--- config.mk ---
export PLATFORM = sky130hd
export DESIGN_NAME = sdram_bank_command_legality
export DESIGN_NICKNAME = d
export VERILOG_FILES = /design/src/hdl/sdram_legality_pkg.sv /design/src/hdl/sdram_bank_command_legality.sv /design/src/hdl/sdram_bank_tracker.sv
export SDC_FILE = /design/constraint.sdc
export NUM_CORES = 1
export LEC_CHECK = 0
export ABC_AREA = 1
export ABC_CLOCK_PERIOD_IN_PS = 3500
export BUFFER_PORTS_ARGS = -buffer_cell sky130_fd_sc_hd__buf_2
export CAP_MARGIN = 5
export CORE_UTILIZATION = 65
export CTS_CLUSTER_DIAMETER = 50
export DETAILED_ROUTE_END_ITERATION = 16
export GPL_TIMING_DRIVEN = 0
export PLACE_DENSITY = 0.84
export REMOVE_ABC_BUFFERS = 1
export SKIP_LAST_GASP = 1
export SYNTH_ARGS = -nofsm -noshare
export SYNTH_HDL_FRONTEND = slang
export SYNTH_SLANG_ARGS = --single-unit
--- constraint.sdc ---
create_clock -name i_clock -period 3.5 [get_ports i_clock]
set_input_delay 0.35 -clock i_clock [delete_from_list [all_inputs] [get_ports i_clock]]
set_output_delay 0.35 -clock i_clock [all_outputs]
set_load 0.01 [all_outputs]
--- src/hdl/sdram_legality_pkg.sv ---
// Shared types and constants for the SDRAM bank command legality tracker
package sdram_legality_pkg;

  localparam int NUM_BANKS                    = 4;
  localparam int BANK_W                       = 2;
  localparam int CNT_W                        = 8;
  localparam int CLOCK_PERIOD_NS              = 4;
  localparam int PRECHARGE_PERIOD_NS          = 18;
  localparam int ACTIVATE_TO_COLUMN_DELAY_NS  = 18;
  localparam int REFRESH_CYCLE_NS             = 60;
  localparam int SELF_REFRESH_EXIT_TIME_NS    = 70;
  localparam int MODE_REGISTER_DELAY_CYC      = 2;
  localparam int BURST_LEN_DEFAULT            = 4;

  // Least times round up to whole cycles
  localparam int PRECHARGE_PERIOD_CYC =
    (PRECHARGE_PERIOD_NS + CLOCK_PERIOD_NS - 1) / CLOCK_PERIOD_NS;
  localparam int ACTIVATE_TO_COLUMN_DELAY_CYC =
    (ACTIVATE_TO_COLUMN_DELAY_NS + CLOCK_PERIOD_NS - 1) / CLOCK_PERIOD_NS;
  localparam int REFRESH_CYCLE_CYC =
    (REFRESH_CYCLE_NS + CLOCK_PERIOD_NS - 1) / CLOCK_PERIOD_NS;
  localparam int SELF_REFRESH_EXIT_TIME_CYC =
    (SELF_REFRESH_EXIT_TIME_NS + CLOCK_PERIOD_NS - 1) / CLOCK_PERIOD_NS;

  typedef enum logic [2:0] {
    BANK_IDLE        = 3'h0,
    BANK_ACTIVATING  = 3'h1,
    BANK_ROW_ACTIVE  = 3'h2,
    BANK_READ        = 3'h3,
    BANK_WRITE       = 3'h4,
    BANK_READ_AP     = 3'h5,
    BANK_WRITE_AP    = 3'h6,
    BANK_PRECHARGING = 3'h7
  } bank_state_t;

  typedef enum logic [2:0] {
    DEV_NORMAL    = 3'h0,
    DEV_REFRESH   = 3'h1,
    DEV_MODE      = 3'h2,
    DEV_PRE_ALL   = 3'h3,
    DEV_SELF_REF  = 3'h4,
    DEV_EXIT_WAIT = 3'h5
  } dev_state_t;

  typedef enum logic [3:0] {
    CMD_INHIBIT    = 4'h0,
    CMD_NOP        = 4'h1,
    CMD_ACTIVATE   = 4'h2,
    CMD_READ       = 4'h3,
    CMD_WRITE      = 4'h4,
    CMD_BURST_TERM = 4'h5,
    CMD_PRECHARGE  = 4'h6,
    CMD_REFRESH    = 4'h7,
    CMD_LOAD_MODE  = 4'h8
  } cmd_t;

  typedef struct packed {
    logic              cs_n;
    logic              ras_n;
    logic              cas_n;
    logic              we_n;
    logic [BANK_W-1:0] bank;
    logic              auto_precharge_address_bit;
  } cmd_pins_t;

  typedef struct packed {
    logic act;
    logic rd;
    logic wr;
    logic pre;
    logic ap;
    logic stop;
    logic intr;
  } bank_req_t;

endpackage

--- src/hdl/sdram_bank_command_legality.sv ---
// Command decode, device-wide states and legality check of a four-bank SDRAM
`timescale 1ns/1ps
module sdram_bank_command_legality #(
  parameter int ACT_CYC   = sdram_legality_pkg::ACTIVATE_TO_COLUMN_DELAY_CYC,
  parameter int PRE_CYC   = sdram_legality_pkg::PRECHARGE_PERIOD_CYC,
  parameter int REF_CYC   = sdram_legality_pkg::REFRESH_CYCLE_CYC,
  parameter int MRD_CYC   = sdram_legality_pkg::MODE_REGISTER_DELAY_CYC,
  parameter int XSR_CYC   = sdram_legality_pkg::SELF_REFRESH_EXIT_TIME_CYC,
  parameter int BURST_LEN = sdram_legality_pkg::BURST_LEN_DEFAULT
) (
  input  wire logic                            i_clock,
  input  wire logic                            i_rst_n,
  input  wire logic                            i_clk_en,
  input  wire logic                            i_cke,
  input  wire sdram_legality_pkg::cmd_pins_t   i_cmd,
  output sdram_legality_pkg::bank_state_t      o_bank_state [sdram_legality_pkg::NUM_BANKS],
  output sdram_legality_pkg::cmd_t             o_cmd,
  output logic                                 o_all_idle,
  output logic                                 o_device_busy,
  output logic                                 o_rules_active,
  output logic                                 o_violation
);
  import sdram_legality_pkg::*;

  if (REF_CYC < 2 || REF_CYC > 255 || MRD_CYC < 1 || MRD_CYC > 255 ||
      XSR_CYC < 1 || XSR_CYC > 255 || PRE_CYC < 1 || PRE_CYC > 255)
  begin : g_bad_param
    $error("Device counts must lie in range, refresh at least 2");
  end

  localparam logic [CNT_W-1:0] REF_LOAD = CNT_W'(REF_CYC - 1);
  localparam logic [CNT_W-1:0] MRD_LOAD = CNT_W'(MRD_CYC - 1);
  localparam logic [CNT_W-1:0] XSR_LOAD = CNT_W'(XSR_CYC - 1);
  localparam logic [CNT_W-1:0] PRE_LOAD = CNT_W'(PRE_CYC - 1);

  logic             cke_prev;
  dev_state_t       dev_state;
  dev_state_t       next_dev_state;
  logic [CNT_W-1:0] dev_cnt;
  logic [CNT_W-1:0] next_dev_cnt;
  logic [BANK_W-1:0] last_bank;

  // Command decode from select and the three strobes
  wire [2:0] strobes = {i_cmd.ras_n, i_cmd.cas_n, i_cmd.we_n};
  wire cmd_t dec_cmd =
    i_cmd.cs_n          ? CMD_INHIBIT :
    (strobes == 3'h7)   ? CMD_NOP :
    (strobes == 3'h3)   ? CMD_ACTIVATE :
    (strobes == 3'h5)   ? CMD_READ :
    (strobes == 3'h4)   ? CMD_WRITE :
    (strobes == 3'h2)   ? CMD_PRECHARGE :
    (strobes == 3'h6)   ? CMD_BURST_TERM :
    (strobes == 3'h1)   ? CMD_REFRESH :
                          CMD_LOAD_MODE;

  wire is_act      = (dec_cmd == CMD_ACTIVATE);
  wire is_rw       = (dec_cmd == CMD_READ) || (dec_cmd == CMD_WRITE);
  wire is_pre      = (dec_cmd == CMD_PRECHARGE);
  wire is_pre_all  = is_pre && i_cmd.auto_precharge_address_bit;
  wire is_quiet    = (dec_cmd == CMD_INHIBIT) || (dec_cmd == CMD_NOP);
  wire is_all_cmd  = (dec_cmd == CMD_REFRESH) || (dec_cmd == CMD_LOAD_MODE);

  wire cke_steady  = cke_prev && i_cke;
  wire dev_normal  = (dev_state == DEV_NORMAL);
  wire dev_locked  = (dev_state == DEV_REFRESH) || (dev_state == DEV_MODE) ||
                     (dev_state == DEV_PRE_ALL);
  wire rules_on    = cke_steady && dev_normal;

  bank_state_t tgt_state;
  assign tgt_state = o_bank_state[i_cmd.bank];

  logic [NUM_BANKS-1:0] bank_idle;
  logic [NUM_BANKS-1:0] bank_unprechargeable;
  for (genvar g = 0; g < NUM_BANKS; g++)
  begin : g_scan
    assign bank_idle[g] = (o_bank_state[g] == BANK_IDLE);
    assign bank_unprechargeable[g] = o_bank_state[g] inside
      {BANK_ACTIVATING, BANK_READ_AP, BANK_WRITE_AP};
  end
  wire all_idle = &bank_idle;

  wire tgt_busy = tgt_state inside
    {BANK_ACTIVATING, BANK_PRECHARGING, BANK_READ_AP, BANK_WRITE_AP};
  wire tgt_open = tgt_state inside {BANK_ROW_ACTIVE, BANK_READ, BANK_WRITE};
  bank_state_t last_state;
  assign last_state = o_bank_state[last_bank];
  wire burst_live = last_state inside {BANK_READ, BANK_WRITE};

  // Commands the controller should never send; refused ones change no state
  wire viol_busy_bank = !is_pre_all && (is_act || is_rw || is_pre) && tgt_busy;
  wire viol_locked    = dev_locked && !is_quiet;
  wire viol_not_idle  = is_all_cmd && !all_idle;
  wire viol_pre_all   = is_pre_all && (|bank_unprechargeable);
  wire viol_term      = (dec_cmd == CMD_BURST_TERM) && !burst_live;
  wire viol_sequence  = (is_act && !bank_idle[i_cmd.bank]) ||
                        (is_rw && !tgt_open && !tgt_busy);
  wire viol_now = cke_steady && (viol_busy_bank || viol_locked || viol_not_idle ||
                  viol_pre_all || viol_term || (dev_normal && viol_sequence));
  wire take     = rules_on && !viol_now;

  wire sr_entry = cke_prev && !i_cke && dev_normal && (dec_cmd == CMD_REFRESH) &&
                  all_idle;

  for (genvar g = 0; g < NUM_BANKS; g++)
  begin : g_bank
    wire       hit = (i_cmd.bank == BANK_W'(g));
    bank_req_t req;
    assign req.act  = take && is_act && hit;
    assign req.rd   = take && (dec_cmd == CMD_READ) && hit;
    assign req.wr   = take && (dec_cmd == CMD_WRITE) && hit;
    assign req.pre  = take && is_pre && (hit || is_pre_all);
    assign req.ap   = i_cmd.auto_precharge_address_bit;
    assign req.stop = take && (dec_cmd == CMD_BURST_TERM) &&
                      (last_bank == BANK_W'(g));
    assign req.intr = take && is_rw && !hit;

    sdram_bank_tracker #(
      .ACT_CYC   (ACT_CYC),
      .PRE_CYC   (PRE_CYC),
      .BURST_LEN (BURST_LEN)
    ) u_bank (
      .i_clock  (i_clock),
      .i_rst_n  (i_rst_n),
      .i_clk_en (i_clk_en),
      .i_req    (req),
      .o_state  (o_bank_state[g])
    );
  end

  always_comb
  begin
    next_dev_state = dev_state;
    next_dev_cnt   = (dev_cnt == '0) ? dev_cnt : dev_cnt - CNT_W'(1);
    case (dev_state)
      DEV_NORMAL:
        if (sr_entry)
          next_dev_state = DEV_SELF_REF;
        else if (take && dec_cmd == CMD_REFRESH)
        begin
          next_dev_state = DEV_REFRESH;
          next_dev_cnt   = REF_LOAD;
        end
        else if (take && dec_cmd == CMD_LOAD_MODE)
        begin
          next_dev_state = DEV_MODE;
          next_dev_cnt   = MRD_LOAD;
        end
        else if (take && is_pre_all)
        begin
          next_dev_state = DEV_PRE_ALL;
          next_dev_cnt   = PRE_LOAD;
        end
      DEV_REFRESH, DEV_MODE, DEV_PRE_ALL, DEV_EXIT_WAIT:
        if (dev_cnt == '0)
          next_dev_state = DEV_NORMAL;
      DEV_SELF_REF:
        if (i_cke)
        begin
          next_dev_state = DEV_EXIT_WAIT;
          next_dev_cnt   = XSR_LOAD;
        end
      default:
        next_dev_state = DEV_NORMAL;
    endcase
  end

  always_ff @(posedge i_clock or negedge i_rst_n)
  begin
    if (!i_rst_n)
    begin
      cke_prev  <= 1'b0;
      dev_state <= DEV_NORMAL;
      dev_cnt   <= '0;
      last_bank <= '0;
    end
    else if (i_clk_en)
    begin
      cke_prev  <= i_cke;
      dev_state <= next_dev_state;
      dev_cnt   <= next_dev_cnt;
      if (take && is_rw)
        last_bank <= i_cmd.bank;
    end
  end

  // Outputs are registered at the edge that caused them
  always_ff @(posedge i_clock or negedge i_rst_n)
  begin
    if (!i_rst_n)
    begin
      o_cmd          <= CMD_INHIBIT;
      o_all_idle     <= 1'b1;
      o_device_busy  <= 1'b0;
      o_rules_active <= 1'b0;
      o_violation    <= 1'b0;
    end
    else if (i_clk_en)
    begin
      o_cmd          <= dec_cmd;
      o_all_idle     <= all_idle;
      o_device_busy  <= (next_dev_state != DEV_NORMAL);
      o_rules_active <= rules_on;
      o_violation    <= viol_now;
    end
  end
endmodule

--- src/hdl/sdram_bank_tracker.sv ---
// State tracker of one SDRAM bank with its delay counter
`timescale 1ns/1ps
module sdram_bank_tracker #(
  parameter int ACT_CYC   = sdram_legality_pkg::ACTIVATE_TO_COLUMN_DELAY_CYC,
  parameter int PRE_CYC   = sdram_legality_pkg::PRECHARGE_PERIOD_CYC,
  parameter int BURST_LEN = sdram_legality_pkg::BURST_LEN_DEFAULT
) (
  input  wire logic                            i_clock,
  input  wire logic                            i_rst_n,
  input  wire logic                            i_clk_en,
  input  wire sdram_legality_pkg::bank_req_t   i_req,
  output sdram_legality_pkg::bank_state_t      o_state
);
  import sdram_legality_pkg::*;

  if (ACT_CYC < 1 || ACT_CYC > 255 || PRE_CYC < 1 || PRE_CYC > 255 ||
      BURST_LEN < 1 || BURST_LEN > 255)
  begin : g_bad_param
    $error("Bank tracker counts must lie in 1..255");
  end

  localparam logic [CNT_W-1:0] ACT_LOAD   = CNT_W'(ACT_CYC - 1);
  localparam logic [CNT_W-1:0] PRE_LOAD   = CNT_W'(PRE_CYC - 1);
  localparam logic [CNT_W-1:0] BURST_LOAD = CNT_W'(BURST_LEN - 1);

  bank_state_t      next_state;
  logic [CNT_W-1:0] cnt;
  logic [CNT_W-1:0] next_cnt;
  wire              cnt_done = (cnt == '0);

  always_comb
  begin
    next_state = o_state;
    next_cnt   = cnt_done ? cnt : cnt - CNT_W'(1);
    case (o_state)
      BANK_IDLE:
        if (i_req.act)
        begin
          next_state = BANK_ACTIVATING;
          next_cnt   = ACT_LOAD;
        end
      BANK_ACTIVATING:
        if (cnt_done)
          next_state = BANK_ROW_ACTIVE;
      BANK_ROW_ACTIVE, BANK_READ, BANK_WRITE:
        if (i_req.rd || i_req.wr)
        begin
          if (i_req.rd)
            next_state = i_req.ap ? BANK_READ_AP : BANK_READ;
          else
            next_state = i_req.ap ? BANK_WRITE_AP : BANK_WRITE;
          next_cnt = BURST_LOAD;
        end
        else if (i_req.pre)
        begin
          next_state = BANK_PRECHARGING;
          next_cnt   = PRE_LOAD;
        end
        else if (o_state != BANK_ROW_ACTIVE && (i_req.stop || i_req.intr || cnt_done))
          next_state = BANK_ROW_ACTIVE;
      BANK_READ_AP, BANK_WRITE_AP:
        // Burst end or a burst to another bank starts the own precharge
        if (i_req.intr || cnt_done)
        begin
          next_state = BANK_PRECHARGING;
          next_cnt   = PRE_LOAD;
        end
      BANK_PRECHARGING:
        if (cnt_done)
          next_state = BANK_IDLE;
      default:
        next_state = BANK_IDLE;
    endcase
  end

  always_ff @(posedge i_clock or negedge i_rst_n)
  begin
    if (!i_rst_n)
    begin
      o_state <= BANK_IDLE;
      cnt     <= '0;
    end
    else if (i_clk_en)
    begin
      o_state <= next_state;
      cnt     <= next_cnt;
    end
  end

  // Checking helper: enabled edges spent in the current state
  logic [CNT_W-1:0] dwell;
  always_ff @(posedge i_clock or negedge i_rst_n)
  begin
    if (!i_rst_n)
      dwell <= '0;
    else if (i_clk_en)
      dwell <= (next_state != o_state) ? '0 : dwell + CNT_W'(1);
  end
endmodule

After elaboration in Yosys (flattened, before gate mapping)

Index checks and enable logic that the tools add are counted.

Bits in registers: 66
Latch bits: 0
Memory bits (writable): 0
Memory bits (read-only): 0
Input bits: 11
Output and inout port bits: 20
Word-level logic and storage cells: 345
Memories kept: 0

$add $sub $neg: 5
$mul: 0
Div/mod/pow operators: 0
Order comparisons: 3
Equal/unequal tests: 87
Shift-type cells: 0
Muxes and demuxes: 92
Bitwise logic cells: 2
Reduce and logical (&&, ||, !) cells: 139

Operators by type and width:

| operator              | count |
|---|---|
| $mux W8               | 26 |
| $mux W3               | 43 |
| $pmux W8 S3           | 4 |
| $eq A3 B3 Y1 const B  | 27 |
| $pmux W3 S5           | 4 |
| $logic_and A1 B1 Y1   | 56 |
| $eq A3 B2 Y1 const B  | 15 |
| $logic_not A8 Y1      | 5 |
| $sub A8 B1 Y8 const B | 5 |
| $logic_or A1 B1 Y1    | 33 |
| $mux W4               | 8 |
| $ne A2 B1 Y1 const B  | 16 |
| $reduce_and A6 Y1     | 4 |
| $eq A3 B1 Y1 const B  | 7 |
| $reduce_bool A3 Y1    | 6 |
| $eq A4 B3 Y1 const B  | 4 |
| $ne A4 B2 Y1 const B  | 4 |
| $pmux W8 S2           | 1 |
| $logic_not A3 Y1      | 5 |
| $logic_not A1 Y1      | 13 |
| $bmux W3 S2           | 2 |
| $ne A3 B2 Y1 const B  | 4 |
| $reduce_or A3 Y1      | 4 |
| $pmux W3 S3           | 1 |
| other kinds (19)      | 31 |

Longest topological paths before layout

Gate-level depths: netlist of run 1.

Word-level depth: 32
Depth in mapped cells: 22
Mapped depth without buffers: 21

By module

A second synthesis of run 1 with hierarchy kept.

Cell total of the unflattened synthesis: 969
Area, all modules: 6,175.9 um^2

By module, submodules not included:

| module                      | instances | cells each | area each (um^2) | seq. area each (um^2) |
|---|---|---|---|---|
| sdram_bank_tracker          | 4         | 149        | 1,007.2          | 275.3 |
| sdram_bank_command_legality | 1         | 373        | 2,147.1          | 551.8 |

Worst setup path before layout of run 1

Ideal clock, no wire load.

Kind: register to register
From: register g_bank[0].u_bank.o_state[1]
To: register g_bank[3].u_bank.o_state[1]
Library setup time: 0.076 ns
Data arrival time: 2.297 ns
Required time: 3.424 ns
Slack: 1.127 ns
Cell stages (with the launch flop): 19
Path buffers: 1
Clock period less this slack: 2.373 ns
Path through: dfrtp_1 -> buf_6 -> nor2_2 -> nand2_1 -> nor2_1 -> nand2_1 -> nand2_1 -> nand2_1 -> nand2_1 -> nand3_2 -> nor2_4 -> nand2_1 -> inv_1 -> nand3_2 -> nor2_1 -> ha_1 -> nor3_1 -> nor3_1 -> o21ai_1

Cells in the longest elaborated chain, start to end: 21
Elaborated cells between the ends (all ways): 74
Those cells by class: eq/ne: 15; mux: 12; reduce/logical: 47

RTL lines:

| element                                                                 | RTL line                                                               | RTL |
|---|---|---|
| start, declared                                                         | sdram_bank_tracker.sv:12                                               | `output sdram_legality_pkg::bank_state_t o_state` |
| start signal, assigned                                                  | sdram_bank_tracker.sv:85                                               | `o_state <= next_state;` |
| $bmux W3 S2                                                             | sdram_bank_command_legality.sv:70                                      | `assign tgt_state = o_bank_state[i_cmd.bank];` |
| $mux W3 (implied by the code) (2 in series)                             | sdram_bank_command_legality.sv:70                                      |  |
| $eq A3 B1 Y1 (tied with other cells)                                    | sdram_bank_command_legality.sv:82                                      | `wire tgt_busy = tgt_state inside` |
| $reduce_bool A4 Y1 or $reduce_bool A3 Y1 (tied branches)                | sdram_bank_command_legality.sv:82, sdram_bank_command_legality.sv:84   |  |
| $logic_and A1 B1 Y1 or $logic_not A1 Y1 (tied branches)                 | sdram_bank_command_legality.sv:90, sdram_bank_command_legality.sv:96   |  |
| $logic_or A1 B1 Y1 or $logic_and A1 B1 Y1 (tied branches) (2 in series) | sdram_bank_command_legality.sv:97, sdram_bank_command_legality.sv:96   |  |
| $logic_or A1 B1 Y1, on equally long branches                            | sdram_bank_command_legality.sv:97, sdram_bank_command_legality.sv:95   |  |
| $logic_or A1 B1 Y1 or $logic_and A1 B1 Y1 (tied branches)               | sdram_bank_command_legality.sv:98                                      | `viol_pre_all \|\| viol_term \|\| (dev_normal && viol_sequence));` |
| $logic_or A1 B1 Y1 (*)                                                  | sdram_bank_command_legality.sv:98                                      |  |
| $logic_and A1 B1 Y1 (*)                                                 | sdram_bank_command_legality.sv:97                                      | `wire viol_now = cke_steady && (viol_busy_bank \|\| viol_locked \|\| viol_not_idle \|\|` |
| $logic_not A1 Y1 (*)                                                    | sdram_bank_command_legality.sv:99                                      | `wire take = rules_on && !viol_now;` |
| $logic_and A1 B1 Y1 (*)                                                 | sdram_bank_command_legality.sv:99                                      |  |
| $logic_and A1 B1 Y1, on equally long branches (2 in series)             | sdram_bank_command_legality.sv:113, sdram_bank_command_legality.sv:115 |  |
| $logic_or A1 B1 Y1 (2 in series)                                        | sdram_bank_tracker.sv:59                                               | `else if (o_state != BANK_ROW_ACTIVE && (i_req.stop \|\| i_req.intr \|\| cnt_done))` |
| $logic_and A1 B1 Y1                                                     | sdram_bank_tracker.sv:59                                               |  |
| $ne A4 B2 Y1 (no line)                                                  | -                                                                      |  |
| $reduce_and A6 Y1 (no line)                                             | -                                                                      |  |
| end signal, assigned                                                    | sdram_bank_tracker.sv:85                                               |  |
| end, declared                                                           | sdram_bank_tracker.sv:12                                               |  |

Mark *: on every way between the ends. The rest lies on a longest branch, timed or not. The select of a mux whose other input is x is not followed.
A chain may end at the register's enable or synchronous reset.

Final worst setup path of run 1

Ends and elaborated chain as after synthesis.

==> run metrics, run 1 <==
status finished, final reports clean; via count 5,976; CTS hold repair buffers 0; cts bufs inserted 9; Fmax 318 MHz; Critical Path Max Stage Delay 0.50 ns; routed len/inst 13.3 µm; busiest grt layer met2; post-placement cell area 0.00590 mm²; commonest non-fill, non-tap cell in the layout nand2_1; headroom to the max-slew limit 40.5%; critical path fanouts, max 14; DR iter-0 viols 345; post-synthesis register bit count 66; post-CTS sizing 0; hold slack 0.0686 ns; dpl hpwl 10,300 µm; fin area 0.00610 mm²; count of cell types in the netlist 37; vias per cell 5.65; maxcap violations 0; CTS tree done; CTS max path bufs 2; most numerous cell on the critical path nand2_1; Synth Cell Area 0.00574 mm²; GPL Wtd Cong 0.943; row cnt 33; Crit Path Category register to register; Slowest cell on crit path dfrtp_1; largest net degree at the start of global routing 67; unrepaired setup endpoints after global routing false; met2 Usage GRT 58.0%; io pins 31; die width 96.0 µm; commonest cells after routing, fill and taps aside 323 x nand2_1, 111 x nor2_1, 106 x inv_1; Worst EP arrival 3.43 ns; synthesis warning total 0; endpoints failing hold 0; # setup viols final 0; post-CTS setup buffers 0; P&R area growth vs syn 6.32%; Min Clock Period, post-route 3.14 ns; global route overflow 0; vias in the first global route 5,564; Worst Setup End Kind register; CTS sink count 66; Initial Util 68.5%; GRT met1 Usage 41.3%; worst path required time 3.79 ns; first-pass GRT wire length 24,300 µm; Worst Skew 0.0114 ns; Ant. Diodes 0; final core occ 72.8%; worst-margin pin slew 0.893 ns; htree depth 3; Clock Tree Root clkbuf_8; Worst setup SP type register; syn avg cell area 6.19 µm²; Final Max Tran Viols 0; Routed WL 14,100 µm; Peak VDD IR 0.418 mV; sum of negative setup slack 0 ns; post-synthesis sequential area ratio 28.8%; Buf/Inv on CP 1; GRT Overall Usage 33.8%; first drt pass iteration count 5; Hold WC Path Type primary input to async pin; Top Family by Delay on Critical Path simple AND/OR/NAND/NOR gates; Leak 0.00343 µW; Tcrit/Tclk final 89.9%; Worst-Skew Late Latency 0.36 ns; total power 5110 µW; CP cell instances nor2_2, nand2_1, nor2_1, nand2_1, nand2_1, nand2_1, nand2_1, nand3_2, nor2_4, nand2_1, inv_1, nand3_2, nor2_1, ha_1, nor3_1, nor3_1, o21ai_1; # nets final 973; antenna-violating nets left 0; die area 0.00921 mm²; DRC 0; Synth Instances 927; Worst-path clk slew 0.08 ns; core area 0.00838 mm²; PD cells 837 mW/mm²; initial antenna violation count 0; layout cell share with drive strength beyond 1 10.2%; GRT met3 Usage 6.24%; Die H 96.0 µm; PortBufs 30
[cell usage after synthesis]
cell type,instances,share of area [%]
nor2_1,111,7.3
xnor2_1,7,1.1
nand2_2,14,1.5
o31ai_1,3,0.39
inv_1,107,7.0
nand3_1,76,6.6
a22oi_1,1,0.13
nand3_2,8,1.4
nor2_4,9,1.8
o21ai_1,6,0.52
dfstp_2,1,0.46
nand3b_1,2,0.26
nor3_1,12,1.0
nor2_2,5,0.55
a211oi_1,1,0.13
and3_1,1,0.11
nand4_2,6,1.3
inv_4,1,0.11
nand2_1,323,21
buf_4,2,0.26
nor3_4,1,0.28
a21oi_1,43,3.7
o22ai_1,5,0.55
nand4_1,14,1.5
clkbuf_1,8,0.52
buf_1,1,0.065
o21bai_1,1,0.13
a31oi_1,3,0.33
o211ai_1,2,0.26
inv_2,5,0.33
o21ai_0,40,3.5
nor3b_1,2,0.26
xor2_1,18,2.7
buf_6,5,0.98
dfrtp_1,65,28
buf_2,4,0.35
ha_1,14,3.1
[per-stage QoR]
stage	setup WS (ns)	cells
after floorplan	0.986	907
after global placement	0.416	1042
after detailed placement	0.413	1042
after CTS	0.395	1058
after global routing	0.0186	1058
final	0.355	1058
[layout make-up]
cell class | instances | area (µm²)
Fill cell | 740 | 2280
Tap cell | 105 | 131
Timing Repair Buffer | 30 | 153
Inverter | 113 | 427
Clock inverter | 5 | 52.6
Sequential cell | 66 | 1650
Clock buffer | 11 | 151
Multi-Input combinational cell | 728 | 3530
[report_power, final]
group          total (µW)  switching (µW)  internal, µW  leakage, µW
registers            1420             373          1050     0.000833
logic                3010            1930          1080      0.00249
clock network         677             313           364     0.000105
[sequential cells by signal, indices dropped and copies added (netlist names), 2 cells and up]
name	cells
dev_state	3
g_bank.u_bank.o_state	12
dev_cnt	8
g_bank.u_bank.cnt	32
last_bank	2
o_cmd	4
[kinds of logic after synthesis]
group                      share of synthesized area (%)
and+or+nand+nor                                     45.0
buffers and inverters                               9.61
AOI/OAI and AO/OA                                   9.68
DFF                                                 28.8
xor gates and xnor gates                            3.82
adders and majority gates                           3.05
[path summary, 6_finish.rpt]
check	from	slack, ns	cells after the start	end
setup / recovery	g_bank[0].u_bank.o_state[1]	0.36	17	g_bank[3].u_bank.o_state[1]
min in group i_clock	i_cke	0.27	3	cke_prev
max in group asynchronous	i_rst_n	2.84	1	dev_cnt[4]
hold reg to reg	o_violation	0.49	2	o_violation
hold / removal	i_rst_n	0.07	1	g_bank[3].u_bank.cnt[5]
setup reg to reg	g_bank[0].u_bank.o_state[1]	0.36	17	g_bank[3].u_bank.o_state[1]
[routing by layer]
layer | up-vias | wire length (µm)
met5 | - | 0
met4 | 0 | 377
met3 | 40 | 824
met2 | 200 | 6730
met1 | 2733 | 6170
li1 | 3003 | -
(Power assumes the default switching activity.)
==> run 2, diff against run 1 <==
--- a/config.mk
+++ b/config.mk
@@ -15,2 +15,3 @@
 export GPL_TIMING_DRIVEN = 0
+export MAX_ROUTING_LAYER = met4
 export PLACE_DENSITY = 0.84
--- a/constraint.sdc
+++ b/constraint.sdc
@@ -3,2 +3,2 @@
 set_output_delay 0.35 -clock i_clock [all_outputs]
-set_load 0.01 [all_outputs]
+set_load 0.1 [all_outputs]
==> run 2 against run 1 <==
Worst hold slack better by 0.020 ns. Final cell count up 0.28%. Wire length up 3.8%. Sequential power about the same. First-iteration DRC count up 9.0%. Critical path depth down 4. Register-to-register slack about the same. Sequential share of layout area down 0.37 points. Non-clock buffer count up 3. Critical endpoint unchanged. Largest power group unchanged.
==> run metrics, run 2 (same netlist as run 1, synthesis figures left out) <==
PD cells 942 mW/mm²; DR iter-0 viols 376; Tcrit/Tclk final 90.0%; CTS max path bufs 2; largest net degree at the start of global routing 67; layout cell share with drive strength beyond 1 10.5%; worst-margin pin slew 0.895 ns; fin area 0.00619 mm²; Min Clock Period, post-route 3.15 ns; commonest cells after routing, fill and taps aside 323 x nand2_1, 111 x nor2_1, 106 x inv_1; routed len/inst 13.8 µm; Worst-path clk slew 0.08 ns; max reg flops 32; maxcap violations 0; unrepaired setup endpoints after global routing false; Worst EP arrival 3.43 ns; post-CTS sizing 0; sum of negative setup slack 0 ns; antenna-violating nets left 0; cts bufs inserted 9; Final Max Tran Viols 0; P&R area growth vs syn 7.78%; die width 96.0 µm; die area 0.00921 mm²; Initial Util 68.5%; first drt pass iteration count 7; Die H 96.0 µm; htree depth 3; headroom to the max-slew limit 40.3%; Hold WC Path Type primary input to async pin; Clock Tree Root clkbuf_8; endpoints failing hold 0; Worst Setup End Kind register; vias per cell 5.61; Placed Cells 1,042; io pins 31; CTS hold repair buffers 0; Post-Layout Cell Count 1,061; Worst Skew 0.00786 ns; Peak VDD IR 0.625 mV; Routed WL 14,600 µm; Ant. Diodes 0; PortBufs 30; commonest non-fill, non-tap cell in the layout nand2_1; CP cell instances nor2_1, inv_1, nor2_4, inv_2, nor3_4, nand2_1, inv_1, nand3_2, nor2_1, ha_1, nor3_1, nor3_1, o21ai_1; Largest Register g_bank.u_bank.cnt; Crit Path Category register to register; dpl hpwl 10,500 µm; Critical Path Max Stage Delay 0.58 ns; post-placement cell area 0.00590 mm²; Slowest cell on crit path nor3_4; # setup viols final 0; initial antenna violation count 0; DRC 0; via count 5,956; # nets final 976; CTS tree done; Worst setup SP type register; biggest regs g_bank.u_bank.cnt: 32 flops, g_bank.u_bank.o_state: 12 flops, dev_cnt: 8 flops; CTS sink count 66; row cnt 33; global route overflow 0; vias in the first global route 5,589; status finished, final reports clean; Worst-Skew Late Latency 0.35 ns; critical path fanouts, max 14; Leak 0.00347 µW; worst reg2reg setup slack 0.35 ns; first-pass GRT wire length 24,100 µm; core area 0.00838 mm²; Fmax 317 MHz; GPL Wtd Cong 0.956; worst path required time 3.78 ns; GRT Overall Usage 34.5%
## run 2: final cells by class
cell class	instances	area (µm²)
multi-input cells	728	3530
fillers	708	2200
flip-flops and latches	66	1650
inverters	113	427
repair buffers	33	175
clock inverters	7	141
well taps	105	131
clock buffers	9	124
## run 2: worst max-delay path, delay by kind of cell (launching register included)
kind	cells	cell delay (ns)
adders and majority gates	1	0.24
buffers and inverters	3	0.37
DFF	1	0.44
AOI/OAI and AO/OA	1	0.15
and+or+nand+nor	8	1.88
## run 2: where the power goes
| part | switching (µW) | internal [µW] | total (µW) |
|---|---|---|---|
| Sequential | 375 | 1050 | 1420 |
| Combinational | 2450 | 1090 | 3540 |
| Clock | 321 | 545 | 866 |
| Total | 3140 | 2680 | 5830 |
## run 2: stage by stage
stage | hold slack, ns | total power, µW | setup WS, ns | utilization [%]
4_1_cts | 0.122 | 5780 | 0.321 | 73.5
3_3_place_gp | 0.457 | 4750 | 0.407 | 70.3
3_5_place_dp | 0.462 | 4880 | 0.349 | 70.4
6_report | 0.0883 | 5830 | 0.349 | 73.8
2_1_floorplan | 0.0544 | 4180 | 0.320 | -
5_1_grt | 0.172 | 6320 | 0.110 | 73.8
## run 2: worst paths after layout
kind                               from                          end  cells past startpoint
max reg2reg                dev_state[1]  g_bank[3].u_bank.o_state[1]                     13
max                        dev_state[1]  g_bank[3].u_bank.o_state[1]                     13
max in group asynchronous       i_rst_n      g_bank[2].u_bank.cnt[0]                      1
min reg2reg                    o_cmd[2]                     o_cmd[2]                      2
min                             i_rst_n      g_bank[1].u_bank.cnt[7]                      1
min in group i_clock              i_cke                     cke_prev                      3
## run 2: repair_timing
action	in CTS	in global routing
endpoints found under the hold margin	0	0
setup endpoints to repair	0	2
buffers inserted	0	3
## run 2: routing by layer
layer / vias to the layer above / share of wire [%] / wire (µm) / track usage [%]
li1: 2995 / - / - / -
met4: 0 / 2.6 / 386 / 16.4
met2: 179 / 49 / 7110 / 58.5
met1: 2748 / 43 / 6280 / 40.5
met3: 34 / 5.9 / 859 / 4.58
met5: - / 0 / 0 / -
==> run 3, diff against run 2 <==
CELL_PAD_IN_SITES_DETAIL_PLACEMENT = 1   (was default)
CELL_PAD_IN_SITES_GLOBAL_PLACEMENT = 2   (was default)
CORE_UTILIZATION = 37   (was 65)
PLACE_DENSITY = default   (was 0.84)
PLACE_DENSITY_LB_ADDON = 0.1   (was default)
==> run 3 against run 2 <==
Critical path depth is 4 higher. Clock-buffer cell count increased by 3. Die area increased by 74%. Clock power up 5.3%.
==> run metrics, run 3 (same netlist as run 1, synthesis figures left out) <==
status finished, final reports clean; layout cell share with drive strength beyond 1 10.5%; worst reg2reg setup slack 0.54 ns; Buf/Inv on CP 1; # setup viols final 0; routed len/inst 15.6 µm; worst hold start i_cke; Ant. Diodes 0; critical path fanouts, max 10; Hold WC Path Type primary input to register; max reg flops 32; biggest regs g_bank.u_bank.cnt: 32 flops, g_bank.u_bank.o_state: 12 flops, dev_cnt: 8 flops; fin area 0.00636 mm²; endpoints failing hold 0; Placed Cells 1,126; GPL Wtd Cong 0.834; row cnt 45; sum of negative setup slack 0 ns; worst r2r path cells 17; Tcrit/Tclk final 84.5%; Placement Setup Slack 0.232 ns; reg-to-reg startpoint g_bank[0].u_bank.o_state[1]; Worst Setup End Kind register; largest net degree at the start of global routing 49; Leak 0.00351 µW; first-pass GRT wire length 30,200 µm; global route overflow 0; Initial Util 37.9%; multi-input logic area 0.00353 mm²; Top Family by Delay on Critical Path simple AND/OR/NAND/NOR gates; core area 0.0151 mm²; Largest Register g_bank.u_bank.cnt; Worst-path clk slew 0.06 ns; Worst setup SP type register; Fmax 338 MHz; Min Clock Period, post-route 2.96 ns; CTS sink count 66; die area 0.0160 mm²; Final Max Tran Viols 0; dpl hpwl 13,600 µm; RR Endpoint g_bank[3].u_bank.o_state[1]; headroom to the max-slew limit 33.5%; Worst Skew 0.00867 ns; unrepaired setup endpoints after global routing false; hold endpoint cke_prev; Clock Tree Root clkbuf_16; Post-Layout Cell Count 1,147; filler instances 2,055; CTS tree done; DRC 0; Die H 127 µm; hold path depth 3; worst path required time 3.77 ns; vias per cell 5.17; CP cell instances nor2_2, nand2_1, nor2_1, nand2_1, nand2_1, nand2_1, nand2_1, nand3_2, nor2_4, nand2_1, inv_1, nand3_2, nor2_1, ha_1, nor3_1, nor3_1, o21ai_1; # nets final 980; Setup WS post-layout 0.542 ns; PD cells 935 mW/mm²; Crit Path Category register to register; vias in the first global route 6,114; commonest non-fill, non-tap cell in the layout nand2_1; Slowest cell on crit path dfrtp_1; post-placement cell area 0.00603 mm²; worst-margin pin slew 0.998 ns; GRT Overall Usage 24.5%; initial antenna violation count 0; DR iter-0 viols 193; most numerous cell on the critical path nand2_1; Critical Path Max Stage Delay 0.51 ns; die width 127 µm; Worst EP arrival 3.23 ns; hold slack 0.326 ns; Peak VDD IR 0.379 mV; cts bufs inserted 9; via count 5,930; Reg area 0.00165 mm²; maxcap violations 0; io pins 31; CTS max path bufs 2; antenna-violating nets left 0; first drt pass iteration count 4; Worst-Skew Late Latency 0.35 ns; P&R area growth vs syn 10.9%; Routed WL 17,900 µm; PortBufs 30; commonest cells after routing, fill and taps aside 323 x nand2_1, 111 x nor2_1, 106 x inv_1; htree depth 3
run 3: cell types whose count changed in the layout (fill, tap and decap cells not counted), sizes merged:
cell	delta
buf	+3
bufinv	-3
clkbuf	+3
clkinvlp	-1
dlygate4sd3	+1
run 3: layer usage:
metal	wire, µm	vias to the layer above	global-route usage [%]	part of all wire, %
li1	-	3001	-	-
met1	8700	2865	30.7	49
met2	8530	46	40.7	48
met3	379	18	3.88	2.1
met4	269	0	7.30	1.5
met5	0	-	-	0
run 3: tightest hold or removal path: cells and delay by family:
kind | cells | cell delay (ns)
AND/OR/NAND/NOR | 1 | 0.07
AO/OA/AOI/OAI | 1 | 0.08
buffers and inverters | 1 | 0.13
run 3: area by class of cell:
class / instances / share of cell area, %
Clock buffer: 12 / 3.87
Clock inverter: 3 / 0.629
Inverter: 113 / 6.70
Multi-Input combinational cell: 728 / 55.5
Sequential cell: 66 / 26.0
Tap cell: 188 / 3.70
Timing Repair Buffer: 37 / 3.58
run 3: power by group:
group	internal [µW]	switching (µW)
combinational	1100	2510
sequential	1050	384
clock	565	347
total	2710	3240
run 3: how the worst max path moves through the flow:
stage,from,end,slack [ns],depth (start not counted)
3_5_place_dp,g_bank[0].u_bank.o_state[1],g_bank[3].u_bank.o_state[1],0.23,17
3_3_place_gp,i_clk_en,g_bank[2].u_bank.cnt[5],0.27,7
2_1_floorplan,g_bank[2].u_bank.o_state[0],g_bank[3].u_bank.o_state[1],0.32,16
6_report,g_bank[0].u_bank.o_state[1],g_bank[3].u_bank.o_state[1],0.54,17
4_1_cts,g_bank[0].u_bank.o_state[1],g_bank[3].u_bank.o_state[1],0.18,17
5_1_grt,g_bank[1].u_bank.o_state[1],g_bank[0].u_bank.o_state[1],0.23,17
run 3: through the flow:
stage | utilization [%] | power [µW]
2_1_floorplan | - | 4180
3_3_place_gp | 39.6 | 4890
3_5_place_dp | 39.8 | 5040
4_1_cts | 41.8 | 6000
5_1_grt | 42.0 | 6530
6_report | 42.0 | 5950
run 3: timing repair:
item                                    4_1_cts  5_1_grt
hold endpoints to repair                     24        0
gates resized for setup                       0        1
setup buffers                                 0        5
endpoints found under the setup margin        0        5
hold buffers                                  1        0
